$ cat src/rtl/glob_regs_defs.vh
// Purpose: Offsets, field positions, reset values and timing counts of the
//          global control register bank.
// Assumes: Included by its bare name from every design file that needs it.
// Notes:   Definitions only.
`ifndef GLOB_REGS_DEFS_VH
`define GLOB_REGS_DEFS_VH

// ****************************************************************
// Register offsets (byte addresses on the 10-bit address bus).
// ****************************************************************
`define OFS_DEVICE_IDENTITY     10'h000
`define OFS_GLOBAL_CONTROL_ONE  10'h002
`define OFS_GLOBAL_CONTROL_TWO  10'h004
`define OFS_PIN_FUNCTION_SELECT 10'h010
`define OFS_IRQ_SUMMARY         10'h020
`define OFS_IRQ_SUMMARY_ENABLE  10'h022
`define OFS_GLOBAL_LIVE_STATUS  10'h028
`define OFS_GLOBAL_LATCHED      10'h02A
`define OFS_GLOBAL_STATUS_EN    10'h02C
`define OFS_PIN_LEVEL_READBACK  10'h038

// ****************************************************************
// Field positions in global_control_one.
// ****************************************************************
`define CR1_RESET_BIT           0
`define CR1_DATAPATH_RESET      1
`define CR1_UPDATE_REQUEST      3
`define CR1_UPDATE_MODE_LO      4
`define CR1_UPDATE_MODE_HI      5
`define CR1_ERR_SRC_SELECT      6
`define CR1_ERR_TRIGGER         7
`define CR1_SECOND_OUT_EN       8
`define CR1_SECOND_SRC_LO       9
`define CR1_SECOND_SRC_HI       11

// ****************************************************************
// Field positions in global_control_two.
// ****************************************************************
`define CR2_BROADCAST_WRITE     0
`define CR2_CLEAR_ON_READ       1
`define CR2_IRQ_PIN_MODE        4
`define CR2_CLOCK_D_OUTPUT_LOW_FREQ       5
`define CR2_CLOCK_ADAPTER_LO             8
`define CR2_CLOCK_ADAPTER_HI             14
`define CR2_CLOCK_ADAPTER_CLOCK_D_OUTPUT_BIT       11

// ****************************************************************
// Reset values and writable masks.
// ****************************************************************
`define RST_GLOBAL_CONTROL_ONE  16'h0002
`define RST_GLOBAL_CONTROL_TWO  16'h0000
`define RST_PIN_FUNCTION_SELECT 16'h0000
`define RST_IRQ_SUMMARY_ENABLE  16'h0000
`define RST_GLOBAL_STATUS_EN    16'h0000
`define MSK_GLOBAL_CONTROL_ONE  16'h0FFB
`define MSK_GLOBAL_CONTROL_TWO  16'h7F33
`define MSK_IRQ_SUMMARY_ENABLE  16'h001F
`define MSK_GLOBAL_STATUS_EN    16'h0007

// ****************************************************************
// Pin function codes.
// ****************************************************************
`define PIN_FN_INPUT            2'h0
`define PIN_FN_LOS              2'h1
`define PIN_FN_LOW              2'h2
`define PIN_FN_HIGH             2'h3

// ****************************************************************
// Timing.
// ****************************************************************
`define CLK_PERIOD_NS           100
`define MIN_RESET_HOLD_NS       100
`define MIN_RESET_HOLD_CYC      \
    ((`MIN_RESET_HOLD_NS + `CLK_PERIOD_NS - 1) / `CLK_PERIOD_NS)
`define SECOND_DIV_DEFAULT      32'h000003E8

`endif

$ cat src/rtl/second_ref_gen.v
// Purpose: One-second reference from the selected source clock tick.
// Assumes: Source ticks arrive as one-cycle pulses synchronous to I_MCLK.
// Notes:   One divider shared by all sources; the divisors are parameters.
`include "glob_regs_defs.vh"

module second_ref_gen #(
    parameter [31:0] DIV_DS3  = `SECOND_DIV_DEFAULT,
    parameter [31:0] DIV_E3   = `SECOND_DIV_DEFAULT,
    parameter [31:0] DIV_STS1 = `SECOND_DIV_DEFAULT,
    parameter [31:0] DIV_TX   = `SECOND_DIV_DEFAULT
) (
    input  wire        i_clk,
    input  wire        i_rst,
    input  wire [2:0]  i_source,
    input  wire [2:0]  i_ref_tick,
    input  wire [3:0]  i_tx_tick,
    output reg         o_level,
    output reg         o_pulse
);

    // ****************************************************************
    // Source selection.
    // ****************************************************************
    reg        tick;    // Selected source tick.
    reg [31:0] limit;   // Divisor for the selected source.
    reg [31:0] cnt_q;   // Ticks counted in the current second.
    reg [2:0]  src_q;   // Source seen last cycle, to restart on change.

    // Picks the tick and divisor that belong to the selected source.
    always @* begin
        tick  = 1'b0;
        limit = DIV_TX;
        case (i_source)
            3'h1: begin
                tick  = i_ref_tick[0];
                limit = DIV_DS3;
            end
            3'h2: begin
                tick  = i_ref_tick[1];
                limit = DIV_E3;
            end
            3'h3: begin
                tick  = i_ref_tick[2];
                limit = DIV_STS1;
            end
            3'h4: tick = i_tx_tick[0];
            3'h5: tick = i_tx_tick[1];
            3'h6: tick = i_tx_tick[2];
            3'h7: tick = i_tx_tick[3];
            default: tick = 1'b0;
        endcase
    end

    // ****************************************************************
    // Divider.
    // ****************************************************************
    // Counts ticks; the level is high for the first half of each second
    // and one pulse marks its start.
    always @(posedge i_clk or posedge i_rst) begin
        if (i_rst) begin
            cnt_q   <= 32'h00000000;
            src_q   <= 3'h0;
            o_level <= 1'b0;
            o_pulse <= 1'b0;
        end else begin
            src_q   <= i_source;
            o_pulse <= 1'b0;
            if (i_source == 3'h0 || i_source != src_q) begin
                cnt_q   <= 32'h00000000;
                o_level <= 1'b0;
            end else if (tick) begin
                if (cnt_q >= limit - 32'h00000001) begin
                    cnt_q   <= 32'h00000000;
                    o_level <= 1'b1;
                    o_pulse <= 1'b1;
                end else begin
                    cnt_q <= cnt_q + 32'h00000001;
                    if (cnt_q == (limit >> 1)) begin
                        o_level <= 1'b0;
                    end
                end
            end
        end
    end

endmodule

$ cat src/rtl/pin_mux.v
// Purpose: Drive of the eight general-purpose pins from their selects.
// Assumes: Pin order is B1..B4 in bits 3:0 and A1..A4 in bits 7:4.
// Notes:   Overrides for B1, B2 and B3 are resolved here.
`include "glob_regs_defs.vh"

module pin_mux (
    input  wire [15:0] i_select,
    input  wire [3:0]  i_los,
    input  wire        i_second_out_en,
    input  wire        i_second_level,
    input  wire        i_b2_is_input,
    input  wire        i_b1_is_input,
    output wire [7:0]  o_pin_out,
    output wire [7:0]  o_pin_oe
);

    // ****************************************************************
    // Per-pin function decode.
    // ****************************************************************
    genvar g;
    generate
        for (g = 0; g < 8; g = g + 1) begin : pin
            wire [1:0] fn;     // This pin's function select.
            wire       base_o; // Level from the select alone.
            wire       base_e; // Enable from the select alone.
            assign fn     = i_select[2*g+1:2*g];
            assign base_o = (fn == `PIN_FN_HIGH) |
                            ((fn == `PIN_FN_LOS) & i_los[g % 4]);
            assign base_e = (fn != `PIN_FN_INPUT);
            if (g == 2) begin : b3
                assign o_pin_out[g] = i_second_out_en ? i_second_level
                                                      : base_o;
                assign o_pin_oe[g]  = i_second_out_en | base_e;
            end else if (g == 1) begin : b2
                assign o_pin_out[g] = base_o;
                assign o_pin_oe[g]  = base_e & ~i_b2_is_input;
            end else if (g == 0) begin : b1
                assign o_pin_out[g] = base_o;
                assign o_pin_oe[g]  = base_e & ~i_b1_is_input;
            end else begin : plain
                assign o_pin_out[g] = base_o;
                assign o_pin_oe[g]  = base_e;
            end
        end
    endgenerate

endmodule

$ cat src/rtl/global_control_registers.v
// Purpose: Global control and status register bank of the line interface.
// Assumes: Parallel 16-bit bus synchronous to I_MCLK; strobes last one cycle.
// Notes:   Port blocks, clock adapter and counters sit outside this bank.
`include "glob_regs_defs.vh"

module global_control_registers #(
    parameter [3:0]  REVISION_ID = 4'h1,     // Arbitrary value.
    parameter [11:0] PART_CODE   = 12'h5A5,  // Arbitrary value.
    parameter [31:0] DIV_DS3     = `SECOND_DIV_DEFAULT,
    parameter [31:0] DIV_E3      = `SECOND_DIV_DEFAULT,
    parameter [31:0] DIV_STS1    = `SECOND_DIV_DEFAULT,
    parameter [31:0] DIV_TX      = `SECOND_DIV_DEFAULT
) (
    input  wire        I_MCLK,
    input  wire        I_RST,
    input  wire        I_CS,
    input  wire        I_WR,
    input  wire        I_RD,
    input  wire [9:0]  I_ADDR,
    input  wire [15:0] I_WDATA,
    output reg  [15:0] O_RDATA,
    input  wire [2:0]  I_REF_TICK,
    input  wire [3:0]  I_TX_TICK,
    input  wire [3:0]  I_LOS,
    input  wire [3:0]  I_PORT_IRQ,
    input  wire        I_PORTS_UPDATED,
    input  wire        I_CLOCK_ADAPTER_UNLOCK,
    input  wire [7:0]  I_PIN_IN,
    output wire [7:0]  O_PIN_OUT,
    output wire [7:0]  O_PIN_OE,
    output wire        O_IRQ_OUT,
    output wire        O_IRQ_OE,
    output reg         O_ERROR_INSERT,
    output reg         O_UPDATE_STROBE,
    output wire        O_UPDATE_LEVEL,
    output wire        O_DATAPATH_RESET,
    output wire        O_GLOBAL_RESET,
    output wire [6:0]  O_CLOCK_ADAPTER,
    output wire        O_CLOCK_D_LOW_FREQ,
    output wire        O_BROADCAST_WRITE,
    output wire        O_CLEAR_ON_READ
);

    // ****************************************************************
    // Register state.
    // ****************************************************************
    reg  [15:1] ctl1_q;        // global_control_one above the reset bit.
    reg         rst_bit_q;     // Register reset bit, cleared by pin or a write of zero.
    wire [15:0] ctl1_rst;      // Reset value of global_control_one.
    wire [15:0] ctl1_wr;       // Masked write data of global_control_one.
    reg  [15:0] ctl2_q;        // global_control_two.
    reg  [15:0] pinsel_q;      // pin_function_select.
    reg  [15:0] sum_en_q;      // interrupt_summary_enable.
    reg  [15:0] st_en_q;       // global_status_enable.
    reg  [2:0]  latched_q;     // Latched: unlock, second, update done.
    reg  [2:0]  latched_d;     // Next latched value.
    reg         err_src_q;     // Error trigger source, last cycle.
    reg         upd_src_q;     // Update trigger source, last cycle.
    reg         done_q;        // Update complete status, last cycle.
    reg         unlock_q;      // Clock adapter unlock, last cycle.
    reg  [15:0] rdata_d;       // Next read data.
    wire        wr_en;         // Write strobe for this bank.
    wire        rd_en;         // Read strobe for this bank.
    wire        soft_reset;    // Combined register and pin reset.
    wire        sec_level;     // One-second reference level.
    wire        sec_pulse;     // One-second reference start pulse.
    wire [1:0]  upd_mode;      // Update mode field.
    wire        err_src;       // Selected error trigger source.
    wire        upd_src;       // Selected update trigger source.
    wire        done;          // Update complete status.
    wire        glob_sum;      // Any enabled latched global bit.
    wire [4:0]  summary;       // Interrupt summary bits.
    wire [7:0]  pin_level;     // Pin levels as seen on the pads.

    assign wr_en = I_CS & I_WR;
    assign rd_en = I_CS & I_RD;
    // Full-width copies, so the stored field is cut on purpose.
    assign ctl1_rst = `RST_GLOBAL_CONTROL_ONE;
    assign ctl1_wr  = I_WDATA & `MSK_GLOBAL_CONTROL_ONE;

    // ****************************************************************
    // Reset combination.
    // ****************************************************************
    // The register reset bit resets everything but itself and the read data register.
    assign soft_reset       = I_RST | rst_bit_q;
    assign O_GLOBAL_RESET   = soft_reset;
    assign O_DATAPATH_RESET = soft_reset |
                              ctl1_q[`CR1_DATAPATH_RESET];

    // ****************************************************************
    // Reset bit: cleared by the hardware pin or by writing zero to it.
    // ****************************************************************
    // Holding time is software's duty; one cycle already meets it.
    always @(posedge I_MCLK or posedge I_RST) begin
        if (I_RST) begin
            rst_bit_q <= 1'b0;
        end else if (wr_en && I_ADDR == `OFS_GLOBAL_CONTROL_ONE) begin
            rst_bit_q <= I_WDATA[`CR1_RESET_BIT];
        end
    end

    // ****************************************************************
    // Control registers, reset by the combined reset.
    // ****************************************************************
    // Writes store masked data, pin_function_select whole; reserved bits stay zero.
    always @(posedge I_MCLK or posedge soft_reset) begin
        if (soft_reset) begin
            ctl1_q       <= ctl1_rst[15:1];
            ctl2_q       <= `RST_GLOBAL_CONTROL_TWO;
            pinsel_q     <= `RST_PIN_FUNCTION_SELECT;
            sum_en_q     <= `RST_IRQ_SUMMARY_ENABLE;
            st_en_q      <= `RST_GLOBAL_STATUS_EN;
        end else if (wr_en) begin
            case (I_ADDR)
                `OFS_GLOBAL_CONTROL_ONE: begin
                    ctl1_q <= ctl1_wr[15:1];
                end
                `OFS_GLOBAL_CONTROL_TWO: begin
                    ctl2_q <= I_WDATA & `MSK_GLOBAL_CONTROL_TWO;
                end
                `OFS_PIN_FUNCTION_SELECT: begin
                    pinsel_q <= I_WDATA;
                end
                `OFS_IRQ_SUMMARY_ENABLE: begin
                    sum_en_q <= I_WDATA & `MSK_IRQ_SUMMARY_ENABLE;
                end
                `OFS_GLOBAL_STATUS_EN: begin
                    st_en_q <= I_WDATA & `MSK_GLOBAL_STATUS_EN;
                end
                default: begin
                    ctl2_q <= ctl2_q;
                end
            endcase
        end
    end

    // ****************************************************************
    // Global control outputs.
    // ****************************************************************
    assign O_CLOCK_ADAPTER    = ctl2_q[`CR2_CLOCK_ADAPTER_HI:`CR2_CLOCK_ADAPTER_LO];
    assign O_CLOCK_D_LOW_FREQ = ctl2_q[`CR2_CLOCK_ADAPTER_CLOCK_D_OUTPUT_BIT] &
                                ctl2_q[`CR2_CLOCK_D_OUTPUT_LOW_FREQ];
    assign O_BROADCAST_WRITE  = ctl2_q[`CR2_BROADCAST_WRITE];
    assign O_CLEAR_ON_READ    = ctl2_q[`CR2_CLEAR_ON_READ];
    assign upd_mode = ctl1_q[`CR1_UPDATE_MODE_HI:`CR1_UPDATE_MODE_LO];

    // ****************************************************************
    // One-second reference.
    // ****************************************************************
    second_ref_gen #(
        .DIV_DS3  (DIV_DS3),
        .DIV_E3   (DIV_E3),
        .DIV_STS1 (DIV_STS1),
        .DIV_TX   (DIV_TX)
    ) u_second (
        .i_clk      (I_MCLK),
        .i_rst      (soft_reset),
        .i_source   (ctl1_q[`CR1_SECOND_SRC_HI:`CR1_SECOND_SRC_LO]),
        .i_ref_tick (I_REF_TICK),
        .i_tx_tick  (I_TX_TICK),
        .o_level    (sec_level),
        .o_pulse    (sec_pulse)
    );

    // ****************************************************************
    // General-purpose pins.
    // ****************************************************************
    pin_mux u_pins (
        .i_select        (pinsel_q),
        .i_los           (I_LOS),
        .i_second_out_en (ctl1_q[`CR1_SECOND_OUT_EN]),
        .i_second_level  (sec_level),
        .i_b2_is_input   (ctl1_q[`CR1_ERR_SRC_SELECT]),
        .i_b1_is_input   (upd_mode == 2'h1),
        .o_pin_out       (O_PIN_OUT),
        .o_pin_oe        (O_PIN_OE)
    );

    // Pads read back their own drive when enabled, else the outside.
    assign pin_level = (O_PIN_OE & O_PIN_OUT) | (~O_PIN_OE & I_PIN_IN);

    // ****************************************************************
    // Error insertion and update triggers.
    // ****************************************************************
    assign err_src = ctl1_q[`CR1_ERR_SRC_SELECT] ? I_PIN_IN[1]
                   : ctl1_q[`CR1_ERR_TRIGGER];
    assign upd_src = upd_mode[1] ? sec_level
                   : (upd_mode[0] ? I_PIN_IN[0]
                   : ctl1_q[`CR1_UPDATE_REQUEST]);
    assign O_UPDATE_LEVEL = upd_src;
    // Complete only while the request stays high; low clears it.
    assign done = I_PORTS_UPDATED & upd_src;

    // Rising edges make one-cycle strobes; the ports own the counters,
    // including loading one when an increment meets the reset.
    always @(posedge I_MCLK or posedge soft_reset) begin
        if (soft_reset) begin
            err_src_q       <= 1'b0;
            upd_src_q       <= 1'b0;
            O_ERROR_INSERT  <= 1'b0;
            O_UPDATE_STROBE <= 1'b0;
        end else begin
            err_src_q       <= err_src;
            upd_src_q       <= upd_src;
            O_ERROR_INSERT  <= err_src & ~err_src_q &
                               ~O_DATAPATH_RESET;
            O_UPDATE_STROBE <= upd_src & ~upd_src_q &
                               ~O_DATAPATH_RESET;
        end
    end

    // ****************************************************************
    // Latched global status.
    // ****************************************************************
    // Events set; reads clear when clear-on-read is set, else writes of one; a set wins a clear.
    always @* begin
        latched_d = latched_q;
        if (O_CLEAR_ON_READ) begin
            if (rd_en && I_ADDR == `OFS_GLOBAL_LATCHED) begin
                latched_d = 3'h0;
            end
        end else if (wr_en && I_ADDR == `OFS_GLOBAL_LATCHED) begin
            latched_d = latched_q & ~I_WDATA[2:0];
        end
        latched_d = latched_d |
                    {I_CLOCK_ADAPTER_UNLOCK & ~unlock_q, sec_pulse, done & ~done_q};
    end

    // Stores the latched bits and the previous sources of their events.
    always @(posedge I_MCLK or posedge soft_reset) begin
        if (soft_reset) begin
            latched_q <= 3'h0;
            done_q    <= 1'b0;
            unlock_q  <= 1'b0;
        end else begin
            latched_q <= latched_d;
            done_q    <= done;
            unlock_q  <= I_CLOCK_ADAPTER_UNLOCK;
        end
    end

    // ****************************************************************
    // Interrupt summary and pin.
    // ****************************************************************
    assign glob_sum  = |(latched_q & st_en_q[2:0]);
    assign summary   = {I_PORT_IRQ, glob_sum};
    // Low while any enabled source is active, else float or high.
    assign O_IRQ_OUT = ~(|(summary & sum_en_q[4:0]));
    assign O_IRQ_OE  = ~O_IRQ_OUT | ctl2_q[`CR2_IRQ_PIN_MODE];

    // ****************************************************************
    // Read path.
    // ****************************************************************
    // Unmapped offsets read zero.
    always @* begin
        case (I_ADDR)
            `OFS_DEVICE_IDENTITY:     rdata_d = {REVISION_ID, PART_CODE};
            `OFS_GLOBAL_CONTROL_ONE:  rdata_d = {ctl1_q, rst_bit_q};
            `OFS_GLOBAL_CONTROL_TWO:  rdata_d = ctl2_q;
            `OFS_PIN_FUNCTION_SELECT: rdata_d = pinsel_q;
            `OFS_IRQ_SUMMARY:         rdata_d = {11'h000, summary};
            `OFS_IRQ_SUMMARY_ENABLE:  rdata_d = sum_en_q;
            `OFS_GLOBAL_LIVE_STATUS:  rdata_d = {13'h0000, I_CLOCK_ADAPTER_UNLOCK,
                                                 1'b0, done};
            `OFS_GLOBAL_LATCHED:      rdata_d = {13'h0000, latched_q};
            `OFS_GLOBAL_STATUS_EN:    rdata_d = st_en_q;
            `OFS_PIN_LEVEL_READBACK:  rdata_d = {8'h00, pin_level};
            default:                  rdata_d = 16'h0000;
        endcase
    end

    // Read data register, loaded on a read strobe.
    always @(posedge I_MCLK or posedge I_RST) begin
        if (I_RST) begin
            O_RDATA <= 16'h0000;
        end else if (rd_en) begin
            O_RDATA <= rdata_d;
        end
    end

endmodule

$ cat config.mk
export PLATFORM = sky130hd
export DESIGN_NAME = global_control_registers
export DESIGN_NICKNAME = d
export VERILOG_FILES = /design/src/rtl/second_ref_gen.v /design/src/rtl/pin_mux.v /design/src/rtl/global_control_registers.v
export VERILOG_INCLUDE_DIRS = /design/src /design/src/rtl
export SDC_FILE = /design/constraint.sdc
export NUM_CORES = 1
export LEC_CHECK = 0
export BUFFER_PORTS_ARGS = -buffer_cell sky130_fd_sc_hd__buf_4
export CAP_MARGIN = 0
export CORE_MARGIN = 2
export CORE_UTILIZATION = 56
export CTS_CLUSTER_DIAMETER = 30
export DETAILED_ROUTE_END_ITERATION = 10
export GPL_ROUTABILITY_DRIVEN = 0
export GPL_TIMING_DRIVEN = 1
export MAX_ROUTING_LAYER = met4
export PLACE_DENSITY = 0.8
export SYNTH_ARGS = -nofsm -noshare
export SYNTH_HDL_FRONTEND = slang
export SYNTH_SLANG_ARGS = --single-unit
$ cat constraint.sdc
create_clock -name I_MCLK -period 9.8 [get_ports I_MCLK]
set_clock_uncertainty 0.05 [all_clocks]
set_input_delay 1.96 -clock I_MCLK [delete_from_list [all_inputs] [get_ports I_MCLK]]
set_output_delay 1.96 -clock I_MCLK [all_outputs]
set_load 0.1 [all_outputs]
# Word level (Yosys, flattened, before mapping)
# Index checks and enable logic that the tools add are counted.
[totals]
register_bits = 108
in_bits = 56
out_inout_bits = 49
[op_classes]
n_addsub = 1
n_lt_le_gt_ge = 1
n_eq_ne = 35
muxes = 19
bitwise_logic = 49
reduce_logical = 24
[op_table]
columns = ["op", "count"]
rows = [
  ["$pmux W16 S10", 1],
  ["$mux W32", 3],
  ["$eq A10 B6 Y1 const B", 6],
  ["$add A32 B1 Y32 const B", 1],
  ["$eq A32 B9 Y1 const B", 1],
  ["$ge A32 B10 Y1 const B", 1],
  ["$and A1 B1 Y1", 20],
  ["$eq A2 B1 Y1 const B", 9],
  ["$reduce_bool A2 Y1", 9],
  ["$and A8 B8 Y8", 2],
  ["$eq A2 B2 Y1 const B", 8],
  ["$eq A3 B3 Y1 const B", 4],
  ["$or A1 B1 Y1", 12],
  ["$reduce_and A2 Y1", 6],
  ["$mux W1", 11],
  ["$eq A10 B2 Y1 const B", 1],
  ["$eq A10 B3 Y1 const B", 1],
  ["$eq A10 B5 Y1 const B", 1],
  ["$logic_not A10 Y1", 1],
  ["$mux W3", 3],
  ["$not A1 Y1", 8],
  ["$not A8 Y8", 1],
  ["$or A8 B8 Y8", 1],
  ["$pmux W1 S7", 1],
  ["13 further kinds", 17],
]

# Logic depth before layout (Yosys ltp)
# Gate-level depths: netlist of run 1.
[logic_depth]
depth_word = 7
ltp_mapped = 7
mapped_depth_nobuf = 6

# Modules after synthesis
# A second synthesis of run 1 with hierarchy kept.
[hier_totals]
hier_cells = 542
hier_area_um2 = 5801.8
[modules_own_cells]
columns = ["module", "instances", "cells_per_inst", "area_per_inst_um2"]
rows = [
  ["global_control_registers", 1, 322, 3627.2],
  ["second_ref_gen", 1, 188, 1965.6],
  ["pin_mux", 1, 32, 209.0],
]

# Least setup slack after synthesis of run 1
# No wires, ideal clock.
[synth_path]
path_type = "input -> output"
start = "input port I_RST"
end = "output port O_GLOBAL_RESET"
arrival_ns = 8.136
path_slack_ns = -0.346
path_stages = 2
path_buffers = 0
path_cell_list = "nor2_1 inv_1"
[synth_via]
elab_chain_cells = 1
[synth_rtl]
columns = ["element", "line", "text"]
rows = [
  ["from (decl)", "global_control_registers.v:15", "input wire I_RST,"],
  ["$or A1 B1 Y1", "global_control_registers.v:85", "assign soft_reset = I_RST | rst_bit_q;"],
  ["to (decl)", "global_control_registers.v:37", "output wire O_GLOBAL_RESET,"],
]
# No other way between the ends.

# Final worst setup path of run 1
# Ends and elaborated chain as after synthesis.

==> results of run 1 <==
[flip-flops by register name, indices dropped and copies added, names as in the netlist, 3 cells and up]
name            cells
latched_q           3
O_RDATA            16
sum_en_q            5
u_second.src_q      3
pinsel_q           16
u_second.cnt_q     32
st_en_q             3
ctl2_q             11
ctl1_q             10
[layer usage]
metal / global-route usage / wire [um] / up-vias
li1: - / - / 2157
met4: 0.1000 / 331 / 0
met2: 0.4263 / 6963 / 223
met1: 0.3853 / 6298 / 2349
met3: 0.02994 / 913 / 34
met5: - / 0 / -
[per-stage QoR]
step	setup WS (ps)	cell area, um2	total power [mW]	cells
floorplan	1902	5687	0.5004	552
global placement	4573	6401	0.5307	748
detailed placement	4560	6401	0.5323	748
CTS	4554	6616	0.8256	763
global route	4403	6616	0.8505	763
finish	4626	6616	0.8242	763
[cell families (layout without fill, tap and decap cells)]
kind of cell | Yosys count | in the layout | synth area share
flip-flops | 108 | 108 | 0.4757
buffers and inverters | 65 | 143 | 0.06318
AND/OR/NAND/NOR | 190 | 190 | 0.1812
adder cells (fa/ha/maj) | 2 | 2 | 0.004402
AO/OA/AOI/OAI | 127 | 127 | 0.1517
XOR/XNOR | 4 | 4 | 0.006164
multiplexers | 56 | 56 | 0.1178
[final cells by class]
| type | instances | area [um2] |
|---|---|---|
| clock buffer | 11 | 141.4 |
| sequential | 108 | 2704 |
| multi-input combinational | 379 | 2641 |
| tap | 133 | 166.4 |
| timing repair buffer | 109 | 818.3 |
| clock inverter | 4 | 73.82 |
| fill | 819 | 3203 |
| inverter | 19 | 71.32 |
[where the power goes]
group	switching [mW]	internal [mW]
logic	0.0478	0.0248
clock network	0.150	0.150
registers	0.00315	0.448
[worst max path at each step]
stage	startpoint	endpoint	slack, ps
finish	I_RST	O_GLOBAL_RESET	4630
global route	I_RST	O_GLOBAL_RESET	4400
global placement	I_RST	O_GLOBAL_RESET	4570
detailed placement	I_RST	O_GLOBAL_RESET	4560
floorplan	I_RST	O_GLOBAL_RESET	1900
CTS	I_RST	O_GLOBAL_RESET	4550
[placed cells by master, fill, tap and decap left out, drive strengths merged, types with 4 or more instances in the layout]
master / n
o21ai: 30
and4: 4
dfrtp: 107
and3: 10
nor4b: 6
nand3: 21
buf: 109
nand4: 9
a21oi: 26
mux2: 47
and2: 4
or3: 4
a41oi: 6
a31oi: 15
nand2: 39
a22oi: 6
mux2i: 8
o21bai: 4
nor2: 49
o21a: 10
nor3: 7
nand2b: 6
nor2b: 6
inv: 19
clkbuf: 11
nor4: 13
==> run metrics, run 1 <==
status finished, final reports clean; number of flops mapped to enable cells by yosys 0; Routed WL 14.51 mm; clock slew at reported path FFs ~90 ps; worst-case clock buffer depth 2; Antenna Nets Post-Route 0; Largest stage delay, worst path 710 ps; diode count 0; nets 684; total gr overflow 0; Hold Crit Start err_src_q; CP Capture Type primary output; critical path's slowest cell nor2_4; Yosys top cell by area dfrtp_1; RSZ-0062 raised after global routing no; most frequent cell after synthesis dfrtp_1; Row Count 36; max-cap violations 0; vias in the first global route 4566; post-synth top area share 0.4711; Worst Path Arrival 3160 ps; CP bufs+invs 3; Synth Warn # 0; cell breakdown of the critical path buf_4, nor2_4, inv_1, buf_4; clock sinks about 110; Period minus WS final 5174 ps; Worst VDD drop 0.00006075 V; Hold Crit Endpoint O_ERROR_INSERT; ys async rst share 1.000; reg2reg end u_second.cnt_q[10]; initial core utilization 0.5789; die height ~100 um; final hold slack 353.2 ps; routed via count roughly 4800; Total GRT Usage 0.2773; Post-Syn Nets between 600 and 700; FF-to-FF path depth 7; pin count of the biggest net entering global routing 59; critical path class input pin to primary output; R2R Setup Slk 6860 ps; Post-Syn Area 5684 um2; fin crit share 0.5280; Yosys cell types 68; vias per cell between 6 and 7; first-pass GRT wire length 23.40 mm; Hold Crit Class flop to flop; Leakage 3.102 nW; Resize count post-CTS 0; flops & latches, synth 108; cell at the root of the clock tree clkbuf_8; Crit path depth 4; Die Area 10970 um2; Hold Path Cell Cnt 1; Reg2Reg Launch Point u_second.cnt_q[0]; total core area 9819 um2; final hold violation count 0; drt pass-1 iters 5; Slew headroom 0.1816; Main synth FF type dfrtp_1; Final Max Slew Viols 0; CTS buffer count 9; register area share after synthesis 0.4757; Power Dens Cells 124.6 nW/um2; Final TNS setup 0 ps; Setup crit start kind input pin; Max Freq between 150 and 200 MHz; post-DP HPWL approximately 10 mm; synthesized area per cell 10.30 um2; post-cts hold buffer count 0; area grow syn2layout 16.40%; overall die width 104.8 um; initial DRC count 373; setup violators final 0; commonest cells in the netlist dfrtp_1 (107), nor2_1 (48), nand2_1 (39); Skew-Pair Late Insertion Delay 380 ps; DRC 0; worst-margin pin slew 1218 ps; initial antenna violation count 0; IO Pins 105; Worst path top cell family by delay simple AND/OR/NAND/NOR gates; post-CTS setup buffer count 0; layout cells sized above 1 0.2444; H-tree levels 3; Critical Path Most Common Cell buf_4; TritonCTS clock tree yes; Synth Instances 552; DR WL/cell 19.01 um; Max FO, Critical Path 35; synth top area cells dfrtp_1 (47%), mux2_1 (6.1%), nor2_1 (3.2%), buf_4 (2.9%), mux2_4 (2.6%); Port Buffer Count 104; CP required 7790 ps; post-layout util 0.6738
No activity file was read; power rests on OpenSTA's default activity.
==> run 2, diff against run 1 <==
--- a/config.mk
+++ b/config.mk
@@ -6,16 +6,17 @@
 export SDC_FILE = /design/constraint.sdc
 export NUM_CORES = 1
 export LEC_CHECK = 0
+export ABC_AREA = 1
 export BUFFER_PORTS_ARGS = -buffer_cell sky130_fd_sc_hd__buf_4
 export CAP_MARGIN = 0
 export CORE_MARGIN = 2
-export CORE_UTILIZATION = 56
+export CORE_UTILIZATION = 51
 export CTS_CLUSTER_DIAMETER = 30
 export DETAILED_ROUTE_END_ITERATION = 10
 export GPL_ROUTABILITY_DRIVEN = 0
 export GPL_TIMING_DRIVEN = 1
 export MAX_ROUTING_LAYER = met4
-export PLACE_DENSITY = 0.8
+export PLACE_DENSITY = 0.77
 export SYNTH_ARGS = -nofsm -noshare
 export SYNTH_HDL_FRONTEND = slang
 export SYNTH_SLANG_ARGS = --single-unit
==> constraint.sdc (replaced) <==
create_clock -name I_MCLK -period 4.2 [get_ports I_MCLK]
set_clock_uncertainty 0.05 [all_clocks]
set_input_delay 0.84 -clock I_MCLK [delete_from_list [all_inputs] [get_ports I_MCLK]]
set_output_delay 0.84 -clock I_MCLK [all_outputs]
set_load 0.1 [all_outputs]
==> run metrics, run 2 <==
routed via count 5059 (+6.2%); post-DP HPWL 10.70 mm (+2.8%); layout cells sized above 1 0.1983 (-0.04613); clock sinks 108 (unchanged); TritonCTS clock tree yes; P_sw 477.0 uW (+140%); Sw Share 0.2525 (+0.008346); Period minus WS final 2607 ps; Synth Instances 746 (+35%); cell count after placement 956 (+28%); pin count of the biggest net entering global routing 49 (-17%); CP Capture Type primary output; area grow syn2layout 16.05%; Power Dens Cells 284.9 nW/um2 (+130%); Main synth FF type dfrtp_1; number of flops mapped to enable cells by yosys 0 (unchanged); overall die width 109.8 um (+4.9%); first-pass GRT wire length 22.78 mm (-2.6%); synthesized area per cell 7.658 um2 (-26%); final hold slack 367.2 ps (+14.04 ps); post-synth top area share 0.4687 (-0.002373); register area share after synthesis 0.4733 (-0.002396); cell at the root of the clock tree clkbuf_8; Hold Crit Class flop to flop; Yosys top cell by area dfrtp_1; largest registers u_second.cnt_q: 32 flops, O_RDATA: 16 flops, pinsel_q: 16 flops; drt pass-1 iters 5 (unchanged); synth top area cells dfrtp_1 (47%), nand2_1 (14%), inv_1 (6.8%), nor2_1 (5.9%), nand3_1 (5.5%); status finished, final reports clean; IO Pins 105 (unchanged); Final Max Slew Viols 0 (unchanged); Worst Path Arrival 1720 ps (-1440 ps); DR WL/cell 14.33 um (-25%); die height 109.8 um (+4.9%); Skew-Pair Late Insertion Delay 360 ps (-20 ps); Antenna Nets Post-Route 0 (unchanged); Post-Syn Area 5713 um2 (+0.51%); sequential share of power 0.557 (+0.009); diode count 0 (unchanged); post-CTS setup buffer count 0 (unchanged); Max FO, Critical Path 2 (-94%); RSZ-0062 raised after global routing no; Comb power frac 0.092 (+0.004); post-cts hold buffer count 0 (unchanged); commonest cells in the netlist nand2_1 (209), dfrtp_1 (107), inv_1 (103); initial antenna violation count 0 (unchanged); final hold violation count 0 (unchanged); total gr overflow 0 (unchanged); DRC 0 (unchanged); flops & latches, synth 108 (unchanged); max-cap violations 0 (unchanged); Post-Syn Nets 804 (+32%); Power Internal 1.412 mW (+130%); Finished Layout Cells 972 (+27%); CTS buffer count 9 (unchanged); vias per cell 5.205 (-17%); most frequent cell after synthesis nand2_1; Die Area 12060 um2 (+10%); CP required 3310 ps (-4480 ps); Yosys cell types 37 (-46%); Port Buffer Count 104 (unchanged); Top reg by flops u_second.cnt_q; Leakage 3.574 nW (+15%); vias in the first global route 4892 (+7.1%); Slew headroom 0.5414 (+0.3598); initial core utilization 0.5247 (-0.05417); H-tree levels 3 (unchanged); Setup crit start kind input pin; power share of the clock group 0.351 (-0.013); Row Count 38 (+5.6%); initial DRC count 385 (+3.2%); Final TNS setup 0 ps (unchanged); ys async rst share 1.000 (unchanged); max FFs per register 32 (unchanged); Fill cells 997 (+22%); Worst VDD drop 0.0002029 V (+230%); critical path class input pin to primary output; total core area 10890 um2 (+11%); fin crit share 0.6206; nets 885 (+29%); Resize count post-CTS 0 (unchanged); Routed WL 13.93 mm (-4.0%); worst-case clock buffer depth 2 (unchanged); setup violators final 0 (unchanged); Synth Warn # 0 (unchanged); clock slew at reported path FFs 90 ps (about the same); most frequent cells in the layout nand2_1 (209), dfrtp_1 (107), buf_4 (106); worst-margin pin slew 685.3 ps (-532.8 ps); Total GRT Usage 0.2498 (-0.02757); most common cell after layout, fill and taps aside nand2_1; Max Freq between 300 and 400 MHz
-- run 2: cell count changes in the layout (fill, tap and decap cells not counted), moves of 14 or more --
cell     change
nand2_1    +170
inv_1       +84
nand3_1     +43
nor2_1      +42
mux2_1      -31
a21oi_1     -21
a31oi_1     -15
o21ai_1     +14
-- run 2: power by group through the flow --
stage	clock (mW)	combinational, mW	sequential, mW
final	0.663	0.174	1.05
after global routing	0.722	0.188	1.05
after CTS	0.672	0.174	1.05
after detailed placement	0	0.174	1.07
after global placement	0	0.171	1.07
after floorplan	0	0.0985	1.07
-- run 2: layer usage --
layer / global-route usage / vias to the layer above / routed length (um)
met5: - / - / 0
met4: 0.09403 / 0 / 312
met3: 0.03912 / 26 / 1030
met2: 0.3931 / 187 / 6556
met1: 0.3268 / 2381 / 6027
li1: - / 2465 / -
-- run 2: path summary, 6_finish.rpt --
check                      slack, ps          start           endpoint  depth (start not counted)
setup / recovery                1590  I_PORT_IRQ[1]          O_IRQ_OUT                          7
hold / removal                   370      err_src_q     O_ERROR_INSERT                          1
setup reg to reg                1720      ctl1_q[9]  u_second.cnt_q[8]                          8
hold reg to reg                  370      err_src_q     O_ERROR_INSERT                          1
max in group asynchronous       2380          I_RST  u_second.cnt_q[0]                          4
min in group asynchronous        510      rst_bit_q          ctl2_q[0]                          2
-- run 2: through the flow --
stage | utilization | setup WS, ps | power (mW) | instance area (um2)
after floorplan | - | -593.1 | 1.173 | 5723
after global placement | 0.5895 | 1595 | 1.243 | 6419
after detailed placement | 0.5895 | 1579 | 1.247 | 6419
after CTS | 0.6089 | 1579 | 1.899 | 6630
after global routing | 0.6089 | 1477 | 1.964 | 6630
final | 0.6089 | 1593 | 1.889 | 6630
-- run 2: worst max-delay path, stage by stage --
cell	delay, ps
buf_4	120
nand2_1	60
nand2_1	50
a221oi_1	200
nand2_1	90
inv_1	80
buf_4	280
-- run 2: area by class of cell --
cell class | count | area (um2) | share of cell area
clock inverter | 5 | 60.06 | 0.009058
clock buffer | 11 | 151.4 | 0.02283
tap | 140 | 175.2 | 0.02642
multi-input combinational | 493 | 2332 | 0.3518
sequential | 108 | 2704 | 0.4078
timing repair buffer | 106 | 795.8 | 0.1200
inverter | 109 | 411.6 | 0.06209
-- run 2: logic make-up after synthesis --
group                      share of synthesized area
buffers and inverters                         0.1202
DFF                                           0.4733
AOI/OAI and AO/OA                            0.08082
muxes                                       0.002627
and+or+nand+nor                               0.3049
xor gates and xnor gates                     0.01380
adders and majority gates                   0.004380
